### src/rtl/camctl_pkg.sv
// Shared constants, types and helpers of the camera viewer control block
package camctl_pkg;

	// Clock and timing
	localparam int CLK_PERIOD_NS      = 10;
	localparam int DEBOUNCE_NS        = 5_000_000;
	localparam int DEBOUNCE_CYCLES    = DEBOUNCE_NS / CLK_PERIOD_NS;
	localparam int EXP_TICK_NS        = 1_000_000;
	localparam int EXP_TICK_CYCLES    = EXP_TICK_NS / CLK_PERIOD_NS;
	localparam int SENSOR_RST_NS      = 1_000;
	localparam int SENSOR_RST_CYCLES  = (SENSOR_RST_NS + CLK_PERIOD_NS - 1) / CLK_PERIOD_NS;

	// Register byte offsets
	localparam logic [7:0] REG_CTRL      = 8'h00;
	localparam logic [7:0] REG_STATUS    = 8'h04;
	localparam logic [7:0] REG_EXPOSURE  = 8'h08;
	localparam logic [7:0] REG_FRAME_CNT = 8'h0C;

	// Control register fields (write one to act)
	localparam int CTRL_CAPTURE_BIT = 0;
	localparam int CTRL_LIVE_BIT    = 1;
	localparam int CTRL_RESET_BIT   = 2;

	// Status register fields
	localparam int STAT_STATE_LSB   = 0;
	localparam int STAT_SRST_BIT    = 4;
	localparam int STAT_MIRROR_BIT  = 5;
	localparam int STAT_DIR_BIT     = 6;

	// Reset values and limits
	localparam logic [15:0] EXPOSURE_RST    = 16'h0400;
	localparam logic [15:0] EXPOSURE_MIN    = 16'h0001;
	localparam logic [15:0] EXPOSURE_MAX    = 16'hFFFF;
	localparam logic [15:0] EXP_STEP_RST    = 16'h0001;
	localparam logic [15:0] EXP_STEP_MAX    = 16'h0100;
	localparam logic        MIRROR_RST      = 1'b1;
	localparam logic [31:0] FRAME_CNT_RST   = 32'h0000_0000;

	// AXI4-Lite responses
	localparam logic [1:0] RESP_OKAY   = 2'b00;
	localparam logic [1:0] RESP_SLVERR = 2'b10;

	typedef enum logic [3:0] {
		ST_WAIT_CFG = 4'b0001,
		ST_LIVE     = 4'b0010,
		ST_CAPTURE  = 4'b0100,
		ST_STILL    = 4'b1000
	} camctl_state_e;

	// Per-button flags: one-cycle press events, or debounced held levels
	typedef struct packed {
		logic live;
		logic capture;
		logic exposure;
		logic circuit_reset;
	} camctl_keys_s;

	// Seven-segment pattern, segment a in bit 0, lit when low
	function automatic logic [6:0] camctl_seg(input logic [3:0] nib);
		logic [6:0] s;
		s = 7'h7F;
		case (nib)
			4'h0: s = 7'h40;
			4'h1: s = 7'h79;
			4'h2: s = 7'h24;
			4'h3: s = 7'h30;
			4'h4: s = 7'h19;
			4'h5: s = 7'h12;
			4'h6: s = 7'h02;
			4'h7: s = 7'h78;
			4'h8: s = 7'h00;
			4'h9: s = 7'h10;
			4'hA: s = 7'h08;
			4'hB: s = 7'h03;
			4'hC: s = 7'h46;
			4'hD: s = 7'h21;
			4'hE: s = 7'h06;
			4'hF: s = 7'h0E;
			default: s = 7'h7F;
		endcase
		return s;
	endfunction : camctl_seg

endpackage : camctl_pkg

### src/rtl/camctl_debounce.sv
// Push-button synchroniser and debouncer with press pulse
`timescale 1ns/1ps
module camctl_debounce
	import camctl_pkg::*;
#(
	parameter int STABLE_CYCLES = DEBOUNCE_CYCLES
) (
	// Clock and reset
	input  wire logic clk,
	input  wire logic nrst,
	// Button pin, low when pressed
	input  wire logic key_n,
	// Debounced results
	output logic      held_ff,
	output logic      press_ff
);
	logic        sync1_ff;
	logic        sync2_ff;
	logic [23:0] cnt_ff;
	logic        pressed;
	logic        differs;
	logic        settled;

	assign pressed = ~sync2_ff;
	assign differs = pressed != held_ff;
	assign settled = differs && (cnt_ff == 24'(STABLE_CYCLES - 1));

	always_ff @(posedge clk or negedge nrst) begin
		if (!nrst) begin
			sync1_ff <= 1'b1;
			sync2_ff <= 1'b1;
		end else begin
			sync1_ff <= key_n;
			sync2_ff <= sync1_ff;
		end
	end

	// Level must hold a full interval before it counts
	always_ff @(posedge clk or negedge nrst) begin
		if (!nrst) begin
			cnt_ff   <= 24'h00_0000;
			held_ff  <= 1'b0;
			press_ff <= 1'b0;
		end else begin
			cnt_ff   <= (differs && !settled) ? cnt_ff + 24'h00_0001 : 24'h00_0000;
			held_ff  <= settled ? pressed : held_ff;
			press_ff <= settled && pressed;
		end
	end

endmodule : camctl_debounce

### src/rtl/camctl_top.sv
// Camera viewer control: modes, exposure, mirror setup, frame counter, registers
//
// Function
// - Once sensor configuration finishes, enter live view with no user action.
// - Reset button returns whole control circuit to start, including live view.
// - Capture button takes one shot and freezes the displayed frame.
// - Live button during a held still resumes continuous display.
// - Holding exposure button keeps changing exposure, change grows with hold time.
// - Direction switch off lengthens exposure, on shortens it.
// - Mirror switch selects line mirroring, taken only at the next circuit reset.
// - Sensor configuration enables left-right mirroring by default.
// - Running frame count shown on eight seven-segment digits, display only.
`timescale 1ns/1ps
module camctl_top
	import camctl_pkg::*;
#(
	parameter int DEB_CYCLES = DEBOUNCE_CYCLES,
	parameter int TICK_CYCLES = EXP_TICK_CYCLES
) (
	// Clock and reset
	input  wire logic        clk,
	input  wire logic        nrst,
	// Buttons (low when pressed): 0 reset, 1 exposure, 2 capture, 3 live
	input  wire logic [3:0]  key_n,
	// Slide switches
	input  wire logic        exposure_direction_switch,
	input  wire logic        line_mirror_switch,
	// Sensor path
	input  wire logic        frame_start,
	input  wire logic        config_done,
	output logic             sensor_rst_n_ff,
	output logic             mirror_cfg_ff,
	output logic [15:0]      exposure_ff,
	output logic             freeze_ff,
	// Display
	output logic [7:0][6:0]  hex_seg_n_ff,
	// AXI4-Lite slave
	input  wire logic [7:0]  s_axi_awaddr,
	input  wire logic        s_axi_awvalid,
	output logic             s_axi_awready,
	input  wire logic [31:0] s_axi_wdata,
	input  wire logic [3:0]  s_axi_wstrb,
	input  wire logic        s_axi_wvalid,
	output logic             s_axi_wready,
	output logic [1:0]       s_axi_bresp,
	output logic             s_axi_bvalid,
	input  wire logic        s_axi_bready,
	input  wire logic [7:0]  s_axi_araddr,
	input  wire logic        s_axi_arvalid,
	output logic             s_axi_arready,
	output logic [31:0]      s_axi_rdata,
	output logic [1:0]       s_axi_rresp,
	output logic             s_axi_rvalid,
	input  wire logic        s_axi_rready
);
	camctl_keys_s  key_press;
	camctl_keys_s  key_held;
	camctl_state_e state_ff;
	camctl_state_e nxt_state;

	logic [2:0]  fs_sync_ff;
	logic [1:0]  dir_sync_ff;
	logic [1:0]  mir_sync_ff;
	logic [7:0]  srst_cnt_ff;
	logic [31:0] frame_cnt_ff;
	logic [23:0] tick_cnt_ff;
	logic [15:0] step_ff;
	logic        frame_edge;
	logic        circ_rst;
	logic        srst_done;
	logic        tick;
	logic        exp_up_sat;
	logic        exp_dn_sat;
	logic [15:0] nxt_exposure;

	// Each button through its own debouncer
	genvar gk;
	generate
		for (gk = 0; gk < 4; gk++) begin : g_key
			camctl_debounce #(
				.STABLE_CYCLES(DEB_CYCLES)
			) u_deb (
				.clk     (clk),
				.nrst    (nrst),
				.key_n   (key_n[gk]),
				.held_ff (key_held[gk]),
				.press_ff(key_press[gk])
			);
		end
	endgenerate
	// lines up: bit 0 reset, 1 exposure, 2 capture, 3 live

	// Pin synchronisers
	always_ff @(posedge clk or negedge nrst) begin
		if (!nrst) begin
			fs_sync_ff  <= 3'h0;
			dir_sync_ff <= 2'h0;
			mir_sync_ff <= 2'h0;
		end else begin
			fs_sync_ff  <= {fs_sync_ff[1:0], frame_start};
			dir_sync_ff <= {dir_sync_ff[0], exposure_direction_switch};
			mir_sync_ff <= {mir_sync_ff[0], line_mirror_switch};
		end
	end
	assign frame_edge = fs_sync_ff[1] && !fs_sync_ff[2];

	// AXI4-Lite write path
	logic [7:0]  wr_addr_q;
	logic        wr_fire;
	logic        wr_ctrl;
	logic        wr_exp;
	logic        wr_hit;
	logic        sw_capture;
	logic        sw_live;
	logic        sw_reset;

	assign wr_fire    = s_axi_awvalid && s_axi_awready && s_axi_wvalid && s_axi_wready;
	assign wr_addr_q  = {s_axi_awaddr[7:2], 2'b00};
	assign wr_ctrl    = wr_fire && (wr_addr_q == REG_CTRL);
	assign wr_exp     = wr_fire && (wr_addr_q == REG_EXPOSURE);
	assign wr_hit     = (wr_addr_q == REG_CTRL) || (wr_addr_q == REG_EXPOSURE);
	assign sw_capture = wr_ctrl && s_axi_wstrb[0] && s_axi_wdata[CTRL_CAPTURE_BIT];
	assign sw_live    = wr_ctrl && s_axi_wstrb[0] && s_axi_wdata[CTRL_LIVE_BIT];
	assign sw_reset   = wr_ctrl && s_axi_wstrb[0] && s_axi_wdata[CTRL_RESET_BIT];

	always_ff @(posedge clk or negedge nrst) begin
		if (!nrst) begin
			s_axi_awready <= 1'b0;
			s_axi_wready  <= 1'b0;
			s_axi_bvalid  <= 1'b0;
			s_axi_bresp   <= RESP_OKAY;
		end else begin
			s_axi_awready <= s_axi_awvalid && s_axi_wvalid && !s_axi_awready && !s_axi_bvalid;
			s_axi_wready  <= s_axi_awvalid && s_axi_wvalid && !s_axi_awready && !s_axi_bvalid;
			if (wr_fire) begin
				s_axi_bvalid <= 1'b1;
				s_axi_bresp  <= wr_hit ? RESP_OKAY : RESP_SLVERR;
			end else if (s_axi_bready) begin
				s_axi_bvalid <= 1'b0;
			end
		end
	end

	// AXI4-Lite read path
	logic [7:0]  rd_addr_q;
	logic        rd_fire;
	logic        rd_hit;
	logic [31:0] rd_status;
	logic [31:0] rd_data;

	assign rd_fire   = s_axi_arvalid && s_axi_arready;
	assign rd_addr_q = {s_axi_araddr[7:2], 2'b00};
	assign rd_status = {25'h000_0000, dir_sync_ff[1], mirror_cfg_ff, !sensor_rst_n_ff,
		state_ff};
	assign rd_hit    = (rd_addr_q == REG_CTRL) || (rd_addr_q == REG_STATUS)
		|| (rd_addr_q == REG_EXPOSURE) || (rd_addr_q == REG_FRAME_CNT);
	assign rd_data   = (rd_addr_q == REG_STATUS)    ? rd_status :
		(rd_addr_q == REG_EXPOSURE)  ? {16'h0000, exposure_ff} :
		(rd_addr_q == REG_FRAME_CNT) ? frame_cnt_ff : 32'h0000_0000;

	always_ff @(posedge clk or negedge nrst) begin
		if (!nrst) begin
			s_axi_arready <= 1'b0;
			s_axi_rvalid  <= 1'b0;
			s_axi_rdata   <= 32'h0000_0000;
			s_axi_rresp   <= RESP_OKAY;
		end else begin
			s_axi_arready <= s_axi_arvalid && !s_axi_arready && !s_axi_rvalid;
			if (rd_fire) begin
				s_axi_rvalid <= 1'b1;
				s_axi_rdata  <= rd_data;
				s_axi_rresp  <= rd_hit ? RESP_OKAY : RESP_SLVERR;
			end else if (s_axi_rready) begin
				s_axi_rvalid <= 1'b0;
			end
		end
	end

	// Circuit reset: button or software, holds the sensor path in reset
	assign circ_rst  = key_press.circuit_reset || sw_reset;
	assign srst_done = srst_cnt_ff == 8'(SENSOR_RST_CYCLES);

	always_ff @(posedge clk or negedge nrst) begin
		if (!nrst) begin
			srst_cnt_ff     <= 8'h00;
			sensor_rst_n_ff <= 1'b0;
			mirror_cfg_ff   <= MIRROR_RST;
		end else begin
			srst_cnt_ff     <= circ_rst ? 8'h00 : (srst_done ? srst_cnt_ff : srst_cnt_ff + 8'h01);
			sensor_rst_n_ff <= srst_done && !circ_rst;
			// Switch is only sampled while the sensor is held in reset
			if (!srst_done) begin
				mirror_cfg_ff <= !mir_sync_ff[1];
			end
		end
	end

	// Viewer mode
	always_comb begin
		nxt_state = state_ff;
		case (state_ff)
			ST_WAIT_CFG: begin
				if (sensor_rst_n_ff && config_done) begin
					nxt_state = ST_LIVE;
				end
			end
			ST_LIVE: begin
				if (key_press.capture || sw_capture) begin
					nxt_state = ST_CAPTURE;
				end
			end
			ST_CAPTURE: begin
				// Enter ST_STILL on a frame boundary so the held picture is whole
				if (key_press.live || sw_live) begin
					nxt_state = ST_LIVE;
				end else if (frame_edge) begin
					nxt_state = ST_STILL;
				end
			end
			ST_STILL: begin
				if (key_press.live || sw_live) begin
					nxt_state = ST_LIVE;
				end
			end
			default: nxt_state = ST_WAIT_CFG;
		endcase
		if (circ_rst) begin
			nxt_state = ST_WAIT_CFG;
		end
	end

	always_ff @(posedge clk or negedge nrst) begin
		if (!nrst) begin
			state_ff  <= ST_WAIT_CFG;
			freeze_ff <= 1'b1;
		end else begin
			state_ff  <= nxt_state;
			freeze_ff <= nxt_state != ST_LIVE;
		end
	end

	// Exposure: step grows each tick the button stays held, up to EXP_STEP_MAX
	assign tick         = key_held.exposure && (tick_cnt_ff == 24'(TICK_CYCLES - 1));
	assign exp_up_sat   = (EXPOSURE_MAX - exposure_ff) < step_ff;
	assign exp_dn_sat   = (exposure_ff - EXPOSURE_MIN) < step_ff;
	assign nxt_exposure = dir_sync_ff[1]
		? (exp_dn_sat ? EXPOSURE_MIN : exposure_ff - step_ff)
		: (exp_up_sat ? EXPOSURE_MAX : exposure_ff + step_ff);

	always_ff @(posedge clk or negedge nrst) begin
		if (!nrst) begin
			tick_cnt_ff <= 24'h00_0000;
			step_ff     <= EXP_STEP_RST;
			exposure_ff <= EXPOSURE_RST;
		end else if (circ_rst) begin
			tick_cnt_ff <= 24'h00_0000;
			step_ff     <= EXP_STEP_RST;
			exposure_ff <= EXPOSURE_RST;
		end else begin
			tick_cnt_ff <= (key_held.exposure && !tick) ? tick_cnt_ff + 24'h00_0001 : 24'h00_0000;
			if (!key_held.exposure) begin
				step_ff <= EXP_STEP_RST;
			end else if (tick && step_ff != EXP_STEP_MAX) begin
				step_ff <= step_ff + 16'h0001;
			end
			// Button wins over a software write in the same cycle
			if (tick) begin
				exposure_ff <= nxt_exposure;
			end else if (wr_exp) begin
				if (s_axi_wstrb[0]) exposure_ff[7:0] <= s_axi_wdata[7:0];
				if (s_axi_wstrb[1]) exposure_ff[15:8] <= s_axi_wdata[15:8];
			end
		end
	end

	// Frame counter and display, no effect on control
	always_ff @(posedge clk or negedge nrst) begin
		if (!nrst) begin
			frame_cnt_ff <= FRAME_CNT_RST;
		end else if (circ_rst) begin
			frame_cnt_ff <= FRAME_CNT_RST;
		end else if (frame_edge) begin
			frame_cnt_ff <= frame_cnt_ff + 32'h0000_0001;
		end
	end

	genvar gd;
	generate
		for (gd = 0; gd < 8; gd++) begin : g_digit
			always_ff @(posedge clk or negedge nrst) begin
				if (!nrst) begin
					hex_seg_n_ff[gd] <= 7'h7F;
				end else begin
					hex_seg_n_ff[gd] <= camctl_seg(frame_cnt_ff[4*gd +: 4]);
				end
			end
		end
	endgenerate

endmodule : camctl_top

### config.mk
export PLATFORM = sky130hd
export DESIGN_NAME = camctl_top
export DESIGN_NICKNAME = d
export VERILOG_FILES = /design/src/rtl/camctl_pkg.sv /design/src/rtl/camctl_debounce.sv /design/src/rtl/camctl_top.sv
export SDC_FILE = /design/constraint.sdc
export NUM_CORES = 1
export LEC_CHECK = 0
export BUFFER_PORTS_ARGS = -buffer_cell sky130_fd_sc_hd__buf_2
export CORE_MARGIN = 5
export CORE_UTILIZATION = 60
export DETAILED_ROUTE_END_ITERATION = 6
export GPL_ROUTABILITY_DRIVEN = 0
export HOLD_SLACK_MARGIN = 0.12
export PLACE_DENSITY = 0.93
export SLEW_MARGIN = 40
export SYNTH_ARGS = -nofsm -noshare
export SYNTH_HDL_FRONTEND = slang
export SYNTH_SLANG_ARGS = --single-unit
### constraint.sdc
create_clock -name clk -period 4.3 [get_ports clk]
set_input_delay 0.43 -clock clk [delete_from_list [all_inputs] [get_ports clk]]
set_output_delay 0.43 -clock clk [all_outputs]
set_load 0.1 [all_outputs]
* Word-level counts from Yosys, hierarchy flattened
Memory sizes are Yosys's and may differ from the RTL's. A register that Yosys moved wholly into a read port is not among the register bits.
Index checks and enable logic that the tools add are counted.
** Operators by class
- Shifts and indexed selects :: 0
- Equality and inequality tests :: 22
- Divide/modulo/power cells :: 0
- Multipliers :: 0
- Reduce and logical (&&, ||, !) cells :: 70
- Bitwise gates (word level) :: 4
- Add/subtract/negate cells :: 12
- Muxes and demuxes :: 37
- $lt $le $gt $ge :: 2
** Operators by type and width (number)
- 2-to-1 mux 32 bit :: 5
- 2-to-1 mux 16 bit :: 9
- 2-to-1 mux 24 bit :: 6
- adder 24 x 1 -> 24 bit (second input constant) :: 5
- == test 24 x 19 -> 1 bit (second input constant) :: 4
- adder 32 x 1 -> 32 bit (second input constant) :: 1
- logical AND 1 bit :: 32
- < comparator 16 bit :: 2
- 2-to-1 mux 8 bit :: 4
- == test 24 x 17 -> 1 bit (second input constant) :: 1
- 2-to-1 mux 4 bit :: 6
- zero test 1 bit :: 21
- == test 6 x 2 -> 1 bit (second input constant) :: 3
- adder 16 x 1 -> 16 bit (second input constant) :: 1
- adder 16 bit :: 1
- zero test 8 bit :: 2
- != test 16 x 9 -> 1 bit (second input constant) :: 1
- one-hot mux 4 bit (4 select lines) :: 1
- subtractor 16 x 1 -> 16 bit (second input constant) :: 1
- subtractor 16 bit :: 1
- subtractor 16 bit (first input constant) :: 1
- nonzero test 3 bit :: 3
- adder 8 x 1 -> 8 bit (second input constant) :: 1
- == test 8 x 7 -> 1 bit (second input constant) :: 1
- other kinds (15) :: 34
** Word-level totals
- Bits of input ports :: 67
- Register bits :: 261
- ROM bits :: 896
- Output and inout bits :: 116
- Bits in writable memories :: 0
- Memories kept :: 8
- Latch bits :: 0
** Memory list
- (no name shown) :: depth 16, bits a word 7, rd ports 1, clocked after memory_dff 1, write ports 0, line camctl_pkg.sv:62 : case (nib)
- (no name shown) :: depth 16, bits a word 7, rd ports 1, clocked after memory_dff 1, write ports 0, line camctl_pkg.sv:62
- (no name shown) :: depth 16, bits a word 7, rd ports 1, clocked after memory_dff 1, write ports 0, line camctl_pkg.sv:62
- (no name shown) :: depth 16, bits a word 7, rd ports 1, clocked after memory_dff 1, write ports 0, line camctl_pkg.sv:62
- (no name shown) :: depth 16, bits a word 7, rd ports 1, clocked after memory_dff 1, write ports 0, line camctl_pkg.sv:62
- (no name shown) :: depth 16, bits a word 7, rd ports 1, clocked after memory_dff 1, write ports 0, line camctl_pkg.sv:62
- +2 memories

* Depth between registers and ports, before layout
Gate-level depths: netlist (run 1).
- Word-level depth :: 11
- Depth in mapped cells :: 15
- Depth with buffers taken out :: 14

* Cells and area by module
A second synthesis (run 1) with hierarchy kept.
** Second synthesis, totals
- Cell total of the unflattened synthesis :: 1955
- Area total of the unflattened synthesis :: 18395.1 sq um
** By module, submodules not included
- camctl_top :: area each 12884.9 sq um, cells an instance 1407, instances 1, seq. area each 5181.2 sq um
- camctl_debounce :: area each 1377.6 sq um, cells an instance 137, instances 4, seq. area each 703.2 sq um

* Worst setup path after synthesis (run 1)
No wires, ideal clock.
- Path type :: flip-flop to flip-flop
- Start :: reg exposure_ff[2]
- End :: reg exposure_ff[14]
- Cell stages (with the launch flop) :: 15
- Data required time :: 4.180 ns
- Slack :: 0.459 ns
- Setup time :: 0.120 ns
- Data arrival time :: 3.721 ns
- Path buffers :: 1
- Cells stage by stage :: dfrtp_1 -> clkbuf_1 -> nor4_1 -> nand3_1 -> nor2_1 -> nand3_1 -> nor4_1 -> xnor2_1 -> ha_1 -> nand4_1 -> nor2_1 -> o211a_1 -> o31a_1 -> a2111oi_2 -> and3b_1
** Between the ends
- Longest elaborated chain between the ends :: 6
- Elaborated cells on any way between the ends :: 11
- Classes of those cells :: 4 x add/sub; 2 x order compare; 5 x mux
** RTL lines
- from (decl) :: line camctl_top.sv:33 : output logic [15:0] exposure_ff,
- from (signal assigned) :: line camctl_top.sv:268 : exposure_ff <= nxt_exposure;
- from (signal assigned) :: line camctl_top.sv:270 : if (s_axi_wstrb[0]) exposure_ff[7:0] <= s_axi_wdata[7:0];
- subtractor 16 bit / subtractor 16 x 1 -> 16 bit (equally long branches) :: line camctl_top.sv:244, camctl_top.sv:245
- < comparator 16 bit, on equally long branches :: line camctl_top.sv:244, camctl_top.sv:245
- 2-to-1 mux 16 bit, on equally long branches :: line camctl_top.sv:248, camctl_top.sv:247
- 2-to-1 mux 16 bit * :: line camctl_top.sv:247 : ? (exp_dn_sat ? EXPOSURE_MIN : exposure_ff - step_ff)
- 2-to-1 mux 16 bit * :: line camctl_top.sv:267 : if (tick) begin
- 2-to-1 mux 16 bit * :: line camctl_top.sv:255 : end else if (circ_rst) begin
Every way passes the cells marked *; elsewhere a longest branch is shown, timed or not.
A chain may end at the register's enable or synchronous reset.

* Worst setup path in the final report (run 1)
Same ends and word-level chain as after synthesis.

==> run_results.csv, run 1 <==
group,metric,value,unit
synth,synthCells,1926,
cts,clock-sinks,315,
drt,drc,11,
layout,multi_input_area,9280,µm²
synth,synth_area_leader_cell,"dfrtp_1",
cts,cts.path.max_buffers,3,
worst_setup_path,critPathLaunchType,"flop",
cts,cts_tree,"yes",
global_route,grt_use_total,27.3,%
layout,fillCellCount,2044,
drt,vias,15300,
global_route,grt_max_degree,85,
floorplanning,die_w,183,µm
drt,drtIter0Drc,1382,
cts,clk_pin_slew,0.06,ns
drt,routed_wl,46900,µm
power,p_leak,0.00913,µW
worst_setup_path,endpoint_kind,"flop",
worst_setup_path,critPathArrivalTime,4.37,ns
timing,timing.fmax,256,MHz
timing,drv_slew,0,
synth,seq_area_frac_synth,44.5,%
cts,htreeDepth,2,
cts,post-cts-setup-buffer-count,0,
synth,synth.avg_cell_area,9.30,µm²
timing,rsz0062_at_grt,"no",
synth,ys_warn_count,0,
synth,syn_area,17900,µm²
synth,synth_cell_type_count,73,
synth,synth-async-reset-ratio,100,%
outcome,status,"finished, violations left",
floorplanning,rows,63,
floorplanning,core,29600,µm²
global_route,grt_pass1_vias,15300,
timing,fin_crit_sh,90.9,%
drt,drt_pass1_iterations,7,
placement,dpl.cell_count,2406,
floorplanning,dieHeight,183,µm
global_route,antenna_found_initial,2,
layout,final_cells,2482,
min_path,whs_path_depth,3,
drt,drt-vias-per-instance,6.18,
worst_setup_path,worstRegToRegCells,14,
outcome,violations,"design-rule violations",
layout,nNetsFinal,2250,
cts,clkLatencyLatePin,0.52,ns
placement,dp_hpwl,32700,µm
placement,io_buffer_count,158,
layout,syn2layout_area_growth,14.0,%
cts,numCtsBuffers,35,
floorplanning,start_util,60.6,%
timing,final-hold-violation-count,0,
timing,tightest_slew,0.803,ns
synth,synth_top_flop_cell,"dfrtp_1",
synth,synth-edff-count,0,
worst_setup_path,crit_fanout,10,
power,power.density,428,nW/µm²
layout,seq_area,7970,µm²
timing,finalSetupTns,0,ns
worst_setup_path,critical_path_class,"flop to flop",
job,maxCapViolCount,0,
global_route,grt_pass1_wl,76200,µm
drt,wl_per_cell,18.9,µm
layout,drive_gt1_share,15.7,%
timing,fin_crit,3.91,ns
synth,synth_top_area_share,34.4,%
synth,synth_area_leaders,"dfrtp_1 (34%), dfstp_2 (10%), ha_1 (8.2%)",
timing,fin_skew,0.0136,ns
timing,slew_headroom,45.8,%
min_path,hold_path.class,"input pin to flop",
synth,ys_seq_elements,315,
cts,cts_root_buf,"clkbuf_16",
worst_setup_path,cp.required,4.76,ns
power,vdd_ir_drop_max,510,µV
timing,setup_viol,0,
floorplanning,ios,183,
synth,netlist_top_cells_count,"nor2_1 (280), dfrtp_1 (246), nand2_1 (155), ha_1 (118), a21oi_1 (100)",
drt,postRouteAntennaNets,0,
synth,yosysMostFrequentCell,"nor2_1",
floorplanning,dieArea,33400,µm²
timing,whs,0.132,ns
global_route,gr-total-overflow,0,
==> metal layers <==
layer	routed length, µm	vias to the layer above	global-route usage, %
met4	1840	4	10.3
met1	18300	7484	34.5
met2	22600	791	46.8
met3	4150	173	5.37
met5	31	-	0
li1	-	6895	-
==> sequential cells by signal, indices dropped and copies added (netlist names), 2 cells and up <==
signal	flops
state_ff	4
fs_sync_ff	3
dir_sync_ff	2
g_key.u_deb.sync1_ff	4
frame_cnt_ff	32
s_axi_rdata	32
exposure_ff	16
g_key.u_deb.sync2_ff	4
g_key.u_deb.cnt_ff	96
hex_seg_n_ff	56
srst_cnt_ff	8
tick_cnt_ff	24
mir_sync_ff	2
step_ff	16
g_key.u_deb.held_ff	4
g_key.u_deb.press_ff	3
==> cell families after synthesis <==
kind of cell / Yosys count / synth area share, %
AO/OA/AOI/OAI: 314 / 10.9
XOR/XNOR: 175 / 8.56
adder cells (fa/ha/maj): 120 / 8.46
buffers and inverters: 175 / 3.79
flip-flops: 315 / 44.5
multiplexers: 50 / 3.02
other: 1 / 0.0209
AND/OR/NAND/NOR: 776 / 20.8
==> layout by cell type, fill, tap and decap left out, types with 8 or more instances in the layout <==
cell type | synthesis | layout
dfstp_2 | 69 | 69
dlygate4sd3_1 | 0 | 10
nand3_1 | 80 | 80
xor2_1 | 77 | 77
a22o_1 | 20 | 20
nor2b_1 | 24 | 24
a21o_1 | 11 | 10
o22ai_1 | 15 | 15
nor2_1 | 280 | 280
nor3_1 | 46 | 46
buf_4 | 3 | 9
clkbuf_16 | 0 | 36
and3_1 | 27 | 27
or3_1 | 17 | 16
a211oi_1 | 10 | 10
buf_2 | 9 | 157
xnor2_1 | 98 | 98
dfrtp_1 | 246 | 246
inv_1 | 92 | 92
nor3b_1 | 10 | 10
nand4_1 | 41 | 41
or2_2 | 9 | 9
nand2b_1 | 17 | 17
clkinv_2 | 0 | 8
ha_1 | 118 | 118
o21ai_0 | 91 | 91
a21oi_1 | 100 | 100
nor4b_1 | 8 | 8
nand3b_1 | 8 | 8
nor4_1 | 27 | 26
mux2i_1 | 44 | 44
nand2_1 | 155 | 154
o211ai_1 | 8 | 8
==> critical path: stages (launching register included) <==
cell	delay [ns]
dfrtp_1	0.51
nor4_1	0.64
nand3_1	0.15
nor2_1	0.19
nand3_1	0.20
nor4_1	0.31
xnor2_1	0.11
ha_1	0.31
nand4_1	0.13
nor2_1	0.14
o211a_1	0.18
o31a_1	0.38
o311ai_0	0.25
o2111ai_1	0.16
and3b_1	0.17
==> cell type report <==
| class | instances | share of cell area [%] |
|---|---|---|
| clock buffers | 43 | 4.69 |
| inverters | 93 | 1.71 |
| multi-input cells | 1437 | 45.5 |
| flip-flops and latches | 315 | 39.0 |
| clock inverters | 21 | 1.51 |
| repair buffers | 181 | 5.17 |
| well taps | 390 | 2.39 |
| diodes | 2 | 0.0245 |
==> where the power goes <==
| group | internal [µW] | total, µW | switching (µW) |
|---|---|---|---|
| clock network | 2020 | 3300 | 1270 |
| registers | 3250 | 3520 | 264 |
| logic | 435 | 1920 | 1490 |
| total | 5710 | 8740 | 3020 |
==> what timing repair did <==
| action | CTS | global route |
|---|---|---|
| resized for setup | 0 | 0 |
| hold endpoints to repair | 50 | 0 |
| hold buffers | 10 | 0 |
==> per-stage QoR <==
step                      cell area (µm²)  utilization, %  power [µW]  setup slack (ns)
after floorplan                     17900               -        5050             0.459
after global placement              19000            64.2        5390             0.701
after detailed placement            19000            64.4        5460             0.551
after CTS                           20400            69.0        8770             0.480
after global routing                20400            69.0        9070             0.133
final                               20400            69.1        8740             0.393
==> final timing paths <==
| check | from | to | slack, ns |
|---|---|---|---|
| worst min-delay path | s_axi_awvalid | s_axi_wready | 0.13 |
| worst min register to register | g_key[0].u_deb.sync1_ff | g_key[0].u_deb.sync2_ff | 0.35 |
| worst max-delay path | exposure_ff[2] | exposure_ff[14] | 0.39 |
| max in group asynchronous | nrst | hex_seg_n_ff[18] | 2.80 |
| min in group asynchronous | nrst | exposure_ff[12] | 0.38 |
| worst max register to register | exposure_ff[2] | exposure_ff[14] | 0.39 |
Power figures use the tool's default switching activity.
==> run 2: changes to the inputs <==
clock period = 4.7 ns   (was 4.3 ns; I/O delays follow)
==> run_results.csv, run 2 (same netlist as run 1, synthesis figures left out) <==
group,metric,value,unit
cts,cts_root_buf,"clkbuf_16",
global_route,gr-total-overflow,0,
timing,slew_headroom,40.5,%
timing,setup_viol,0,
cts,numCtsBuffers,34,
layout,final_common_cell,"nor2_1",
global_route,met2_usage,47.5,%
power,power,7570,µW
drt,vias,15000,
drt,drc,1,
job,maxCapViolCount,0,
worst_setup_path,cp.required,5.16,ns
cts,clk_pin_slew,0.06,ns
layout,fillCellCount,2133,
placement,place_area,19000,µm²
timing,rsz0062_at_grt,"no",
worst_setup_path,endpoint_kind,"flop",
layout,mostFrequentLayoutCells,"nor2_1 (279), dfrtp_1 (246), buf_2 (157)",
timing,fin_crit,4.19,ns
worst_setup_path,crit_fanout,10,
drt,drt_pass1_iterations,7,
timing,tightest_slew,0.893,ns
layout,drive_gt1_share,15.1,%
layout,multi_input_area,9290,µm²
global_route,grt_use_total,27.4,%
cts,clock-sinks,315,
drt,wl_per_cell,18.7,µm
power,power.density,375,nW/µm²
cts,clkLatencyLatePin,0.52,ns
floorplanning,dieArea,33400,µm²
layout,regMostFlops,"g_key.u_deb.cnt_ff",
timing,fin_skew,0.0242,ns
global_route,met3_usage,5.04,%
global_route,grt_pass1_vias,15100,
cts,post-cts-setup-buffer-count,0,
cts,cts.path.max_buffers,3,
timing,finalSetupTns,0,ns
cts,htreeDepth,2,
power,vdd_ir_drop_max,430,µV
placement,dp_hpwl,32600,µm
global_route,grt_max_degree,100,
layout,fin_area,20200,µm²
worst_setup_path,critPathLaunchType,"flop",
floorplanning,die_w,183,µm
cts,cts_tree,"yes",
outcome,violations,"design-rule violations",
timing,drv_slew,0,
layout,largest_reg_flops,96,
floorplanning,rows,63,
cts,cts_resized,0,
cts,cts_hold_buf,8,
global_route,antenna_found_initial,2,
floorplanning,core,29600,µm²
worst_setup_path,critPathArrivalTime,4.65,ns
drt,routed_wl,46300,µm
floorplanning,ios,183,
floorplanning,dieHeight,183,µm
timing,final-hold-violation-count,0,
timing,whs,0.165,ns
global_route,met1_usage,35.1,%
power,p_leak,0.00900,µW
global_route,grt_pass1_wl,76100,µm
outcome,status,"finished, violations left",
layout,syn2layout_area_growth,12.6,%
drt,postRouteAntennaNets,0,
placement,io_buffer_count,158,
layout,top_regs,"g_key.u_deb.cnt_ff: 96 flops, hex_seg_n_ff: 56 flops",
worst_setup_path,worst-r2r-setup-slack,0.51,ns
drt,drt-vias-per-instance,6.07,
layout,seq_area,7970,µm²
global_route,grt_busiest_layer,"met2",
layout,fin_util,68.3,%
layout,nNetsFinal,2242,
floorplanning,start_util,60.6,%
timing,timing.fmax,239,MHz
min_path,hold_path.class,"input pin to flop",
drt,drtIter0Drc,1385,
timing,fin_crit_sh,89.1,%
worst_setup_path,critical_path_class,"flop to flop",
[run 2: cell types whose count changed in the layout (fill, tap and decap cells not counted), sizes merged]
cell | before | now
clkinv | 10 | 11
clkbuf | 43 | 52
buf | 171 | 166
dlygate4sd3 | 10 | 8
bufinv | 7 | 0
diode | 2 | 1
inv | 96 | 91
[run 2: final cells by class]
type,count,area share (%)
Multi-Input combinational cell,1437,46.0
Sequential cell,315,39.5
Clock buffer,52,5.12
Timing Repair Buffer,174,4.89
Tap cell,390,2.42
Inverter,93,1.73
Clock inverter,10,0.291
Antenna cell,1,0.0124
[run 2: final timing paths]
check | startpoint | to | cells after the start
setup reg to reg | exposure_ff[2] | exposure_ff[14] | 14
hold reg to reg | g_key[0].u_deb.sync1_ff | g_key[0].u_deb.sync2_ff | 0
min in group asynchronous | nrst | exposure_ff[11] | 2
setup / recovery | exposure_ff[2] | exposure_ff[14] | 14
hold / removal | s_axi_rready | s_axi_rvalid | 2
max in group asynchronous | nrst | step_ff[0] | 4
[run 2: stage by stage]
| stage | instances | setup slack (ns) |
|---|---|---|
| 2_1_floorplan | 1927 | 0.859 |
| 3_3_place_gp | 2400 | 1.09 |
| 3_5_place_dp | 2401 | 0.741 |
| 4_1_cts | 2471 | 0.726 |
| 5_1_grt | 2471 | 0.346 |
| 6_report | 2472 | 0.510 |
[run 2: power breakdown]
group | total (µW) | internal (µW) | switching (µW)
clock network | 2600 | 1520 | 1080
registers | 3240 | 2980 | 258
logic | 1730 | 392 | 1340
total | 7570 | 4890 | 2680
[run 2: per-layer routing]
| metal | vias to the layer above | share of wire (%) |
|---|---|---|
| li1 | 6881 | - |
| met4 | 4 | 3.1 |
| met5 | - | 0.069 |
| met2 | 718 | 49 |
| met1 | 7264 | 39 |
| met3 | 137 | 8.6 |
[run 2: worst max-delay path, cell delays in order, from the launching register on]
cell and delay (ns):
dfrtp_1 0.52, nor4_1 0.76, nand3_1 0.15, nor2_1 0.19, nand3_1 0.22, nor4_1 0.31, xnor2_1 0.14, ha_1 0.35
nand4_1 0.15, nor2_1 0.14, o211a_1 0.19, o31a_1 0.38, o311ai_0 0.29, o2111ai_1 0.17, and3b_1 0.18
